<file path="config.mk">
export PLATFORM = sky130hd
export DESIGN_NAME = stp_tx
export DESIGN_NICKNAME = d
export VERILOG_FILES = /design/src/rtl/stp_pkg.sv /design/src/rtl/stp_parity.sv /design/src/rtl/stp_bitclk.sv /design/src/rtl/stp_tx.sv
export SDC_FILE = /design/constraint.sdc
export NUM_CORES = 1
export LEC_CHECK = 0
export ABC_AREA = 1
export BUFFER_PORTS_ARGS = -buffer_cell sky130_fd_sc_hd__buf_2
export CORE_ASPECT_RATIO = 1.5
export CORE_UTILIZATION = 44
export CTS_BUF_LIST = sky130_fd_sc_hd__clkbuf_16
export CTS_CLUSTER_DIAMETER = 80
export DETAILED_ROUTE_END_ITERATION = 12
export GPL_TIMING_DRIVEN = 0
export SKIP_CTS_REPAIR_TIMING = 1
export SYNTH_ARGS = -nofsm -noshare
export SYNTH_HDL_FRONTEND = slang
export SYNTH_SLANG_ARGS = --single-unit
</file>
<file path="constraint.sdc">
create_clock -name pclk -period 2.9 [get_ports pclk]
set_input_delay 0.435 -clock pclk [delete_from_list [all_inputs] [get_ports pclk]]
set_output_delay 0.435 -clock pclk [all_outputs]
set_load 0.01 [all_outputs]
</file>
<file path="src/rtl/stp_pkg.sv">
// constants, types and helpers shared by the serial transmitter
// Function
// - even parity bit is the xor of all data bits
// - odd parity inverts that xor before sending
// - parity bit sits after last data bit, before first stop bit
// - while transmit enable is set the block owns the serial output pin
// - synchronous mode shifts on the serial clock pin
// - writing the data location loads the buffer and starts sending
// - buffer moves to shifter when idle or right after last stop bit
// - a loaded shifter sends one whole frame at the selected bit rate
// - unused upper data bits are ignored for short characters
// - nine-bit characters take bit eight from the ninth-bit control
// - buffer-empty flag set when buffer empty, clear while it holds data
// - buffer-empty request stays high while flag set and enabled
// - any data write clears the buffer-empty flag
// - complete flag sets when frame done and buffer empty
// - complete flag clears on interrupt service or written one
// - complete request rises with the complete flag when enabled
// - disabling waits for pending data, then releases the pin
// - low start, data lsb first, optional parity, high stops, idle high
// - baud tick divided by 16, 8 double speed, 2 synchronous master
// - polarity zero changes data on rising clock, one on falling
package stp_pkg;
  localparam int AW = 8;
  localparam logic [AW-1:0] A_DATA = 8'h00;
  localparam logic [AW-1:0] A_STAT = 8'h04;
  localparam logic [AW-1:0] A_CTRL = 8'h08;
  localparam logic [AW-1:0] A_FMT = 8'h0c;
  localparam logic [AW-1:0] A_BAUD = 8'h10;
  localparam int STAT_UDRE = 0;
  localparam int STAT_TXC = 1;
  localparam int STAT_DBL = 2;
  localparam int STAT_BUSY = 3;
  localparam int BAUD_W = 12;
  localparam int DIV_NORM = 16;
  localparam int DIV_DBL = 8;
  localparam int FRAME_W = 13;
  localparam int CHAR_MAX = 9;
  localparam logic [2:0] SIZE_NINE = 3'h7;
  localparam logic [1:0] PAR_EVEN = 2'h2;
  localparam logic [1:0] PAR_ODD = 2'h3;

  typedef struct packed {
    logic pol;
    logic master;
    logic sync;
    logic stop2;
    logic [1:0] par;
    logic [2:0] size;
  } stp_fmt_t;
  localparam int FMT_W = 9;
  localparam stp_fmt_t RST_FMT = 9'h003;

  typedef struct packed {
    logic txc_ie;
    logic udr_ie;
    logic ninth;
    logic en;
  } stp_ctrl_t;
  localparam int CTRL_W = 4;
  localparam stp_ctrl_t RST_CTRL = 4'h0;
  localparam logic [BAUD_W-1:0] RST_BAUD = 12'h000;

  // size codes 0..3 give 5..8 bits, the nine code gives 9, reserved codes act as 8
  function automatic logic [3:0] stp_char_bits(input logic [2:0] code);
    logic [3:0] n;
    n = 4'h8;
    if (code == SIZE_NINE) n = 4'h9;
    else if (code < 3'h4) n = 4'(code) + 4'h5;
    return n;
  endfunction
endpackage

</file>
<file path="src/rtl/stp_parity.sv">
// parity over the active data bits of one character
`timescale 1ns/1ps
`default_nettype none
module stp_parity (
  input wire logic [stp_pkg::CHAR_MAX-1:0] data,
  input wire logic [3:0] nbits,
  input wire logic odd,
  output logic parity
);
  import stp_pkg::*;
  logic [CHAR_MAX-1:0] masked;
  always_comb begin
    for (int i = 0; i < CHAR_MAX; i++) begin
      masked[i] = (i < int'(nbits)) ? data[i] : 1'b0;
    end
    parity = (^masked) ^ odd;
  end
endmodule
`default_nettype wire

</file>
<file path="src/rtl/stp_bitclk.sv">
// baud generator and bit tick selection for the transmitter
`timescale 1ns/1ps
`default_nettype none
module stp_bitclk (
  input wire logic pclk,
  input wire logic presetn,
  input wire logic [stp_pkg::BAUD_W-1:0] divisor,
  input wire logic reload,
  input wire logic dbl,
  input wire stp_pkg::stp_fmt_t fmt,
  input wire logic xck_pin,
  output logic xck,
  output logic bit_tick
);
  import stp_pkg::*;
  logic [BAUD_W-1:0] cnt;
  logic [3:0] pre;
  logic [3:0] pre_last;
  logic bg_tick;
  logic s1, s2, s3, lvl;
  logic a_tick, m_tick, s_tick;

  assign bg_tick = (cnt == '0);
  always_ff @(posedge pclk or negedge presetn) begin
    if (!presetn) cnt <= '0;
    else if (reload || bg_tick) cnt <= divisor;
    else cnt <= cnt - 1'b1;
  end

  assign pre_last = dbl ? 4'(DIV_DBL - 1) : 4'(DIV_NORM - 1);
  assign a_tick = bg_tick && (pre == pre_last);
  always_ff @(posedge pclk or negedge presetn) begin
    if (!presetn) pre <= '0;
    else if (a_tick || fmt.sync) pre <= '0;
    else if (bg_tick) pre <= pre + 1'b1;
  end

  // master clock toggles per baud tick: one bit per two ticks
  always_ff @(posedge pclk or negedge presetn) begin
    if (!presetn) xck <= 1'b0;
    else if (fmt.sync && fmt.master && bg_tick) xck <= !xck;
    else if (!(fmt.sync && fmt.master)) xck <= 1'b0;
  end
  assign m_tick = bg_tick && (fmt.pol ? xck : !xck);

  // slave clock: three stages, a change counts when stages two and three agree
  always_ff @(posedge pclk or negedge presetn) begin
    if (!presetn) begin
      s1 <= 1'b0;
      s2 <= 1'b0;
      s3 <= 1'b0;
      lvl <= 1'b0;
    end else begin
      s1 <= xck_pin;
      s2 <= s1;
      s3 <= s2;
      if (s2 == s3) lvl <= s3;
    end
  end
  assign s_tick = (s2 == s3) && (s3 != lvl) && (fmt.pol ? !s3 : s3);

  assign bit_tick = fmt.sync ? (fmt.master ? m_tick : s_tick) : a_tick;
endmodule
`default_nettype wire

</file>
<file path="src/rtl/stp_tx.sv">
// serial transmitter with one-entry buffer, parity and apb registers
`timescale 1ns/1ps
`default_nettype none
module stp_tx (
  input wire logic pclk,
  input wire logic presetn,
  input wire logic psel,
  input wire logic penable,
  input wire logic pwrite,
  input wire logic [stp_pkg::AW-1:0] paddr,
  input wire logic [31:0] pwdata,
  output logic [31:0] prdata,
  output logic pready,
  output logic pslverr,
  input wire logic txc_irq_ack,
  input wire logic serial_clock_pin_in,
  output logic serial_clock_pin_out,
  output logic serial_clock_pin_oe,
  output logic serial_out_pin,
  output logic serial_out_pin_oe,
  output logic buffer_empty_irq,
  output logic tx_complete_irq
);
  import stp_pkg::*;

  typedef enum logic {ST_IDLE, ST_SEND} stp_state_t;

  stp_state_t state;
  stp_fmt_t fmt;
  stp_ctrl_t ctrl;
  logic dbl;
  logic [BAUD_W-1:0] baud;
  logic [CHAR_MAX-1:0] tx_buf;
  logic buf_full;
  logic txc;
  logic [FRAME_W-1:0] sr;
  logic [3:0] left;

  logic wr, setup, hit;
  logic [31:0] rdata;
  logic data_wr, baud_wr, txc_clr;
  logic bit_tick;
  logic par_bit;
  logic [3:0] nbits, flen;
  logic [FRAME_W-1:0] frame;
  logic frame_end, idle_load, chain_load, load, txc_set;

  // ---------------- apb slave ----------------
  // one wait state: pready rises in the second access cycle
  assign setup = psel && penable && !pready;
  assign wr = psel && penable && pready && pwrite;

  always_comb begin
    case (paddr)
      A_DATA, A_STAT, A_CTRL, A_FMT, A_BAUD: hit = 1'b1;
      default: hit = 1'b0;
    endcase
  end

  always_comb begin
    rdata = '0;
    case (paddr)
      A_STAT: begin
        rdata[STAT_UDRE] = !buf_full;
        rdata[STAT_TXC] = txc;
        rdata[STAT_DBL] = dbl;
        rdata[STAT_BUSY] = (state == ST_SEND);
      end
      A_CTRL: rdata[CTRL_W-1:0] = ctrl;
      A_FMT: rdata[FMT_W-1:0] = fmt;
      A_BAUD: rdata[BAUD_W-1:0] = baud;
      default: rdata = '0;
    endcase
  end

  always_ff @(posedge pclk or negedge presetn) begin
    if (!presetn) begin
      pready <= 1'b0;
      pslverr <= 1'b0;
      prdata <= '0;
    end else begin
      pready <= setup;
      pslverr <= setup && !hit;
      if (setup) prdata <= pwrite ? 32'h0 : rdata;
    end
  end

  assign data_wr = wr && (paddr == A_DATA);
  assign baud_wr = wr && (paddr == A_BAUD);
  // the buffer-empty position is read-only; software writes zero there
  assign txc_clr = (wr && (paddr == A_STAT) && pwdata[STAT_TXC]) || txc_irq_ack;

  always_ff @(posedge pclk or negedge presetn) begin
    if (!presetn) begin
      ctrl <= RST_CTRL;
      fmt <= RST_FMT;
      dbl <= 1'b0;
      baud <= RST_BAUD;
    end else if (wr) begin
      case (paddr)
        A_CTRL: ctrl <= pwdata[CTRL_W-1:0];
        A_FMT: fmt <= pwdata[FMT_W-1:0];
        A_STAT: dbl <= pwdata[STAT_DBL];
        A_BAUD: baud <= pwdata[BAUD_W-1:0];
        default: ;
      endcase
    end
  end

  // ---------------- bit timing ----------------
  stp_bitclk u_bitclk (
    .pclk(pclk),
    .presetn(presetn),
    .divisor(baud),
    .reload(baud_wr),
    .dbl(dbl),
    .fmt(fmt),
    .xck_pin(serial_clock_pin_in),
    .xck(serial_clock_pin_out),
    .bit_tick(bit_tick)
  );

  // ---------------- frame assembly ----------------
  assign nbits = stp_char_bits(fmt.size);

  stp_parity u_parity (
    .data(tx_buf),
    .nbits(nbits),
    .odd(fmt.par == PAR_ODD),
    .parity(par_bit)
  );

  always_comb begin
    frame = '1; // stop bits and unused tail stay high
    frame[0] = 1'b0;
    for (int i = 0; i < CHAR_MAX; i++) begin
      if (i < int'(nbits)) frame[1 + i] = tx_buf[i];
    end
    if (fmt.par[1]) frame[4'h1 + nbits] = par_bit;
    flen = 4'h2 + nbits + {3'h0, fmt.par[1]} + {3'h0, fmt.stop2};
  end

  // ---------------- shifter ----------------
  // left counts bits still to put on the line; at zero the last stop bit has run a
  // full bit time, which is the point where a waiting character may follow directly
  assign frame_end = bit_tick && (state == ST_SEND) && (left == 4'h0);
  assign idle_load = (state == ST_IDLE) && buf_full && ctrl.en;
  assign chain_load = frame_end && buf_full;
  assign load = idle_load || chain_load;
  assign txc_set = frame_end && !buf_full;

  always_ff @(posedge pclk or negedge presetn) begin
    if (!presetn) begin
      state <= ST_IDLE;
      sr <= '1;
      left <= '0;
      serial_out_pin <= 1'b1;
    end else begin
      case (state)
        ST_IDLE: begin
          serial_out_pin <= 1'b1;
          if (idle_load) begin
            state <= ST_SEND;
            sr <= frame;
            left <= flen;
          end
        end
        ST_SEND: begin
          if (bit_tick) begin
            if (left != 4'h0) begin
              serial_out_pin <= sr[0];
              sr <= {1'b1, sr[FRAME_W-1:1]};
              left <= left - 4'h1;
            end else if (buf_full) begin
              // back to back: the next start bit follows the last stop bit
              serial_out_pin <= frame[0];
              sr <= {1'b1, frame[FRAME_W-1:1]};
              left <= flen - 4'h1;
            end else begin
              state <= ST_IDLE;
            end
          end
        end
        default: state <= ST_IDLE;
      endcase
    end
  end

  // ---------------- buffer and flags ----------------
  // a write in the cycle of a load keeps the buffer full with the new character
  always_ff @(posedge pclk or negedge presetn) begin
    if (!presetn) begin
      buf_full <= 1'b0;
      tx_buf <= '0;
    end else if (data_wr) begin
      buf_full <= 1'b1;
      tx_buf <= {ctrl.ninth, pwdata[7:0]};
    end else if (load) begin
      buf_full <= 1'b0;
    end
  end

  // set wins over both clear sources
  always_ff @(posedge pclk or negedge presetn) begin
    if (!presetn) txc <= 1'b0;
    else if (txc_set) txc <= 1'b1;
    else if (txc_clr) txc <= 1'b0;
  end

  // ---------------- pins and requests ----------------
  always_ff @(posedge pclk or negedge presetn) begin
    if (!presetn) begin
      serial_out_pin_oe <= 1'b0;
      serial_clock_pin_oe <= 1'b0;
      buffer_empty_irq <= 1'b0;
      tx_complete_irq <= 1'b0;
    end else begin
      // pending data keeps the pin owned after enable is cleared
      serial_out_pin_oe <= ctrl.en || (state == ST_SEND);
      serial_clock_pin_oe <= fmt.sync && fmt.master && (ctrl.en || state == ST_SEND);
      buffer_empty_irq <= !buf_full && ctrl.udr_ie;
      tx_complete_irq <= txc && ctrl.txc_ie;
    end
  end
endmodule
`default_nettype wire

</file>
== Word-level counts from Yosys, hierarchy flattened ==
Index checks and enable logic that the tools add are counted.

* Bits in registers: 115
* Input bits: 47
* Output and inout port bits: 40
* Word-level logic and storage cells: 181

* Add/sub/neg operators: 9
* Order comparisons: 12
* Equal/unequal tests: 13
* Mux-type cells: 62
* Bitwise gates (word level): 2
* Reduce and logical (&&, ||, !) cells: 50

{| class="wikitable"
|+ Operator list
! kind !! count
|-
| $mux W13 || 5
|-
| $mux W1 || 37
|-
| $mux W4 || 9
|-
| $pmux W13 S2 || 1
|-
| $logic_and A1 B1 Y1 || 25
|-
| $mux W12 || 2
|-
| $eq A8 B4 Y1 const B || 2
|-
| $lt A3 B4 Y1 const A || 4
|-
| $pmux W4 S4 || 1
|-
| $bwmux W13 || 1
|-
| $logic_not A12 Y1 || 1
|-
| $sub A12 B1 Y12 const B || 1
|-
| $pmux W5 S2 || 1
|-
| $reduce_and A2 Y1 || 5
|-
| $reduce_xor A9 Y1 || 1
|-
| $add A4 B1 Y4 || 2
|-
| $eq A8 B3 Y1 const B || 1
|-
| $eq A8 B5 Y1 const B || 1
|-
| $logic_not A8 Y1 || 1
|-
| $lt A1 B4 Y1 const A || 2
|-
| $lt A2 B4 Y1 const A || 2
|-
| $pmux W4 S2 || 1
|-
| $sub A4 B1 Y4 const B || 2
|-
| $reduce_bool A2 Y1 || 3
|-
| 27 further kinds || 37
|}

== Depth between registers and ports, before layout ==
* Depth after elaboration: 14
* Depth in mapped cells: 21
* Depth with buffers taken out: 21

== By module ==
Synthesis repeated with hierarchy kept, for this count alone.

* Cells, all modules: 763
* Area total of the unflattened synthesis: 5680.4 um^2

{| class="wikitable"
|+ Modules (own cells, without submodules)
! module !! times used !! cells each !! area an instance (um^2) !! seq. area each (um^2)
|-
| stp_tx || 1 || 517 || 4052.6 || 1871.8
|-
| stp_bitclk || 1 || 173 || 1293.7 || 525.5
|-
| stp_parity || 1 || 73 || 334.1 || 0.0
|}

== Worst setup path before layout ==
OpenSTA, ideal clock, no wires.

* Path type: flip-flop to flip-flop
* Start: register fmt[1] (netlist name)
* End: register left[2]
* Library setup time: 123 ps
* Data arrival time: 2267 ps
* Data required time: 2777 ps
* Path slack: 509 ps
* Stages on the path, launching flop included: 13
* Path buffers: 0
* Clock period less this slack: 2391 ps
* Cell sequence: dfstp_2 ha_1 nand2_2 nand2_2 fa_1 inv_1 ha_1 o21ai_0 inv_1 ha_1 xor2_1 o21ai_1 o21ai_1

* Cells in the longest elaborated chain, start to end: 11

{| class="wikitable"
|+ RTL lines
! element !! RTL line !! source
|-
| $add A3 B3 Y4 or $lt A3 B3 Y1 (tied branches) || stp_pkg.sv:69 || <nowiki>else if (code < 3'h4) n = 4'(code) + 4'h5;</nowiki>
|-
| $mux W4 || stp_pkg.sv:69 ||
|-
| $mux W4 * || stp_pkg.sv:68 || <nowiki>if (code == SIZE_NINE) n = 4'h9;</nowiki>
|-
| $add A2 B4 Y4 * || stp_tx.sv:140 || <nowiki>flen = 4'h2 + nbits + {3'h0, fmt.par[1]} + {3'h0, fmt.stop2};</nowiki>
|-
| $add A4 B1 Y4 * (2 in series) || stp_tx.sv:140 ||
|-
| $sub A4 B1 Y4 || stp_tx.sv:178 || <nowiki>left <= flen - 4'h1;</nowiki>
|-
| $mux W4 || stp_tx.sv:174 || <nowiki>end else if (buf_full) begin</nowiki>
|-
| $mux W4 || stp_tx.sv:170 || <nowiki>if (left != 4'h0) begin</nowiki>
|-
| $mux W4 || stp_tx.sv:169 || <nowiki>if (bit_tick) begin</nowiki>
|-
| $pmux W4 S2 * || stp_tx.sv:159 || <nowiki>case (state)</nowiki>
|-
| to (signal assigned) || stp_tx.sv:165 || <nowiki>left <= flen;</nowiki>
|-
| to (signal assigned) || stp_tx.sv:173 || <nowiki>left <= left - 4'h1;</nowiki>
|-
| to (signal assigned) || stp_tx.sv:178 ||
|-
| to (decl) || stp_tx.sv:37 || <nowiki>logic [3:0] left;</nowiki>
|}

Mark *: on every way between the ends. The rest lies on a longest branch, timed or not. The select of a mux whose other input is x is not followed.
A chain may end at the register's enable or synchronous reset.

== Worst setup path in the final report ==
* Start: register fmt[0] (netlist name)
* End: register left[3]

* Cells in the longest elaborated chain, start to end: 11

{| class="wikitable"
|+ RTL lines
! element !! RTL line
|-
| $add A3 B3 Y4 or $lt A3 B3 Y1 (tied branches) || stp_pkg.sv:69
|-
| $mux W4 || stp_pkg.sv:69
|-
| $mux W4 * || stp_pkg.sv:68
|-
| $add A2 B4 Y4 * || stp_tx.sv:140
|-
| $add A4 B1 Y4 * (2 in series) || stp_tx.sv:140
|-
| $sub A4 B1 Y4 || stp_tx.sv:178
|-
| $mux W4 || stp_tx.sv:174
|-
| $mux W4 || stp_tx.sv:170
|-
| $mux W4 || stp_tx.sv:169
|-
| $pmux W4 S2 * || stp_tx.sv:159
|}

Marks and branches as above.

==> reports/qor.yml <==
run_status:
  status: "completed"
routing:
  wl_mm: 13.2
  antenna_left: 0
  post_drt_wl_per_cell_um: 14.2
  drc: 0
  viasPerCell: 4.95
  firstDrtPassIters: 4
  vias: 4582
  drt_iter0_markers: 177
timing:
  finClkSkew_ns: 0.0153
  hold_slack_ns: 0.0268
  period_needed_ns: 2.59
  drv_slew: 0
  max_freq_mhz: 386
  rsz0062_at_grt: "false"
  relSlewSlack_pct: 17.2
  tightestPinTransition_ns: 1.23
  fin_crit_sh_pct: 89.3
  setup-tns-final_ns: 0
  hold_viol: 0
  setup_violations: 0
yosys:
  synthesis.area_sq_um: 5420
  ys_seq_area_share_pct: 44.2
  yosysTopAreaCell: "dfrtp_1"
  synth_common_cells: "136 x nand2_1, 96 x inv_1, 79 x dfrtp_1, 79 x o21ai_0, 61 x nor2_1"
  synth_edf_count: 0
  synth_compound_area_share_pct: 13.6
  synthAdderAreaFrac_pct: 1.75
  yosysWarnings: 0
  yosys_register_bits: 95
  synthXorXnorAreaFrac_pct: 1.78
  yosysUniqueCellTypes: 53
  synthMuxAreaShare_pct: 0.623
  synth_top_family_by_area: "simple AND/OR/NAND/NOR gates"
  netlist_instances: 691
  synth-simple-area-share_pct: 26.3
  synth.avg_cell_area_sq_um: 7.84
  yosysMostFrequentCell: "nand2_1"
  postSynth.asyncResetShare_pct: 100
  yosysTopAreaCellShare_pct: 36.5
  synth_ff_type: "dfrtp_1"
  synth_area_leaders: "dfrtp_1 36%, nand2_1 9.4%, dfstp_2 7.8%"
floorplan:
  fp.dieArea_sq_um: 12800
  start_util_pct: 45.1
  fp.dieW_um: 92.6
  rows: 49
  fp.dieH_um: 138
  ioPinCount: 87
  fp.coreArea_sq_um: 12000
cts:
  cts_buffers: 9
  tritoncts: "built"
  cts_root_buf: "clkbuf_16"
  cts_buffer_depth: 2
  clock_latency_ns: 0.35
  clock_sinks: 95
  htree_num_levels: 3
  cts.clk_slew.worst_paths_ns: 0.07
flow_run:
  cap_violations: 0
setup_path:
  critPathKind: "register to register"
  endpoint_kind: "register"
  crit_arrival_ns: 2.83
  rr_startpoint: "fmt[0]$_DFFE_PN1P_"
  rr_worst_depth: 13
  critPathLaunchType: "register"
  crit_fanout: 5
  timing.rr.end: "left[3]$_DFFE_PN0P_"
  critPathRequiredTime_ns: 3.14
  crit_start: "fmt[0]$_DFFE_PN1P_"
  critPathCapture: "left[3]$_DFFE_PN0P_"
  rrSetupSlack_ns: 0.31
final_layout:
  fin_nets: 822
  syn_to_final_growth_pct: 14.8
  drive_above_1_share_pct: 21.1
  antenna_cells: 0
  final_area_sq_um: 6220
global_route:
  grt-ovfl-total: 0
  antenna_found_initial: 0
  grt_max_degree: 65
  grt_pass1_vias: 4351
  grt_usage_pct: 21.9
  grt_pass1_wl_mm: 21.3
power:
  p_leak_nw: 3.05
  powerDensity_nw_per_um2: 568
  irDropWorstVdd_mv: 0.340
worst_hold_path:
  holdCritPathClass: "input pin to async pin"
placement:
  port_buffers: 46
  dp_hpwl_mm: 10.4
  postPlaceCellArea_sq_um: 5940
  gp_congestion: 0.936
## report_power, final
group	leakage, nW	internal, mW	switching, mW
combinational	1.70	0.275	0.465
clock	0.133	0.590	0.537
sequential	1.22	1.56	0.106
total	3.05	2.43	1.11
## critical path, stage by stage (launching register included)
cell and delay (ns):
dfstp_2 0.60, ha_1 0.25, nand2_2 0.09, nand2_2 0.14, fa_1 0.20, inv_1 0.05, ha_1 0.18, xor2_1 0.22
o21ai_0 0.17, nor3_1 0.20, xnor2_1 0.16, a21oi_2 0.07, o21ai_1 0.08, o21ai_1 0.07
## area by class of cell
type | instances | area, sq um
Timing Repair Buffer | 47 | 260
Buffer | 33 | 218
Clock buffer | 9 | 225
Fill cell | 1177 | 5790
Clock inverter | 7 | 55.1
Inverter | 109 | 412
Tap cell | 153 | 191
Multi-Input combinational cell | 473 | 2460
Sequential cell | 95 | 2400
## per-stage QoR
stage	total power, mW	setup WS [ns]	utilization [%]	instances
after floorplan	2.23	0.509	-	710
after global placement	2.41	0.354	49.2	909
after detailed placement	2.44	0.311	49.4	910
after CTS	3.57	0.305	51.8	926
after global routing	3.74	0.0363	51.8	926
final	3.54	0.310	51.8	926
## worst min-delay path by stage
stage | from | end | slack, ns
floorplan | presetn | baud[0]$_DFFE_PN0P_ | 0.14
global placement | u_bitclk.s1$_DFF_PN0_ | u_bitclk.s2$_DFF_PN0_ | 0.33
detailed placement | u_bitclk.s1$_DFF_PN0_ | u_bitclk.s2$_DFF_PN0_ | 0.34
CTS | presetn | prdata[5]$_DFFE_PN0P_ | 0.04
global route | presetn | prdata[11]$_DFFE_PN0P_ | 0.06
finish | presetn | buffer_empty_irq$_DFF_PN0_ | 0.03
## kinds of logic after synthesis
group,Yosys count
buffers and inverters,142
other,1
adder cells (fa/ha/maj),7
flip-flops,95
XOR/XNOR,11
AND/OR/NAND/NOR,301
multiplexers,3
AO/OA/AOI/OAI,131
## sequential cells by signal, indices dropped and copies added, names as in the netlist, 4 cells and up
signal,flops
tx_buf,9
sr,13
fmt,9
prdata,12
baud,12
u_bitclk.cnt,12
u_bitclk.pre,4
left,4
ctrl,4
## routing by layer
metal | up-vias | part of all wire (%) | global-route usage, % | wire length [um]
li1 | 2335 | - | - | -
met1 | 2173 | 40 | 23.8 | 5250
met2 | 57 | 56 | 42.6 | 7370
met3 | 17 | 2.7 | 3.73 | 353
met4 | 0 | 1.6 | 6.92 | 207
met5 | - | 0 | 0 | 0
## cells in the final DEF (no fill, tap or decap), types with 16 or more instances in the layout
| cell | Yosys | final |
|---|---|---|
| nand2_1 | 136 | 136 |
| dfrtp_1 | 79 | 79 |
| buf_4 | 20 | 21 |
| nand3_1 | 45 | 45 |
| conb_1 | 1 | 20 |
| o21ai_0 | 79 | 79 |
| inv_1 | 96 | 96 |
| nor2_1 | 61 | 61 |
| dfstp_2 | 16 | 16 |
| buf_2 | 3 | 48 |
| a21oi_1 | 16 | 16 |
No activity file was read; power rests on OpenSTA's default activity.
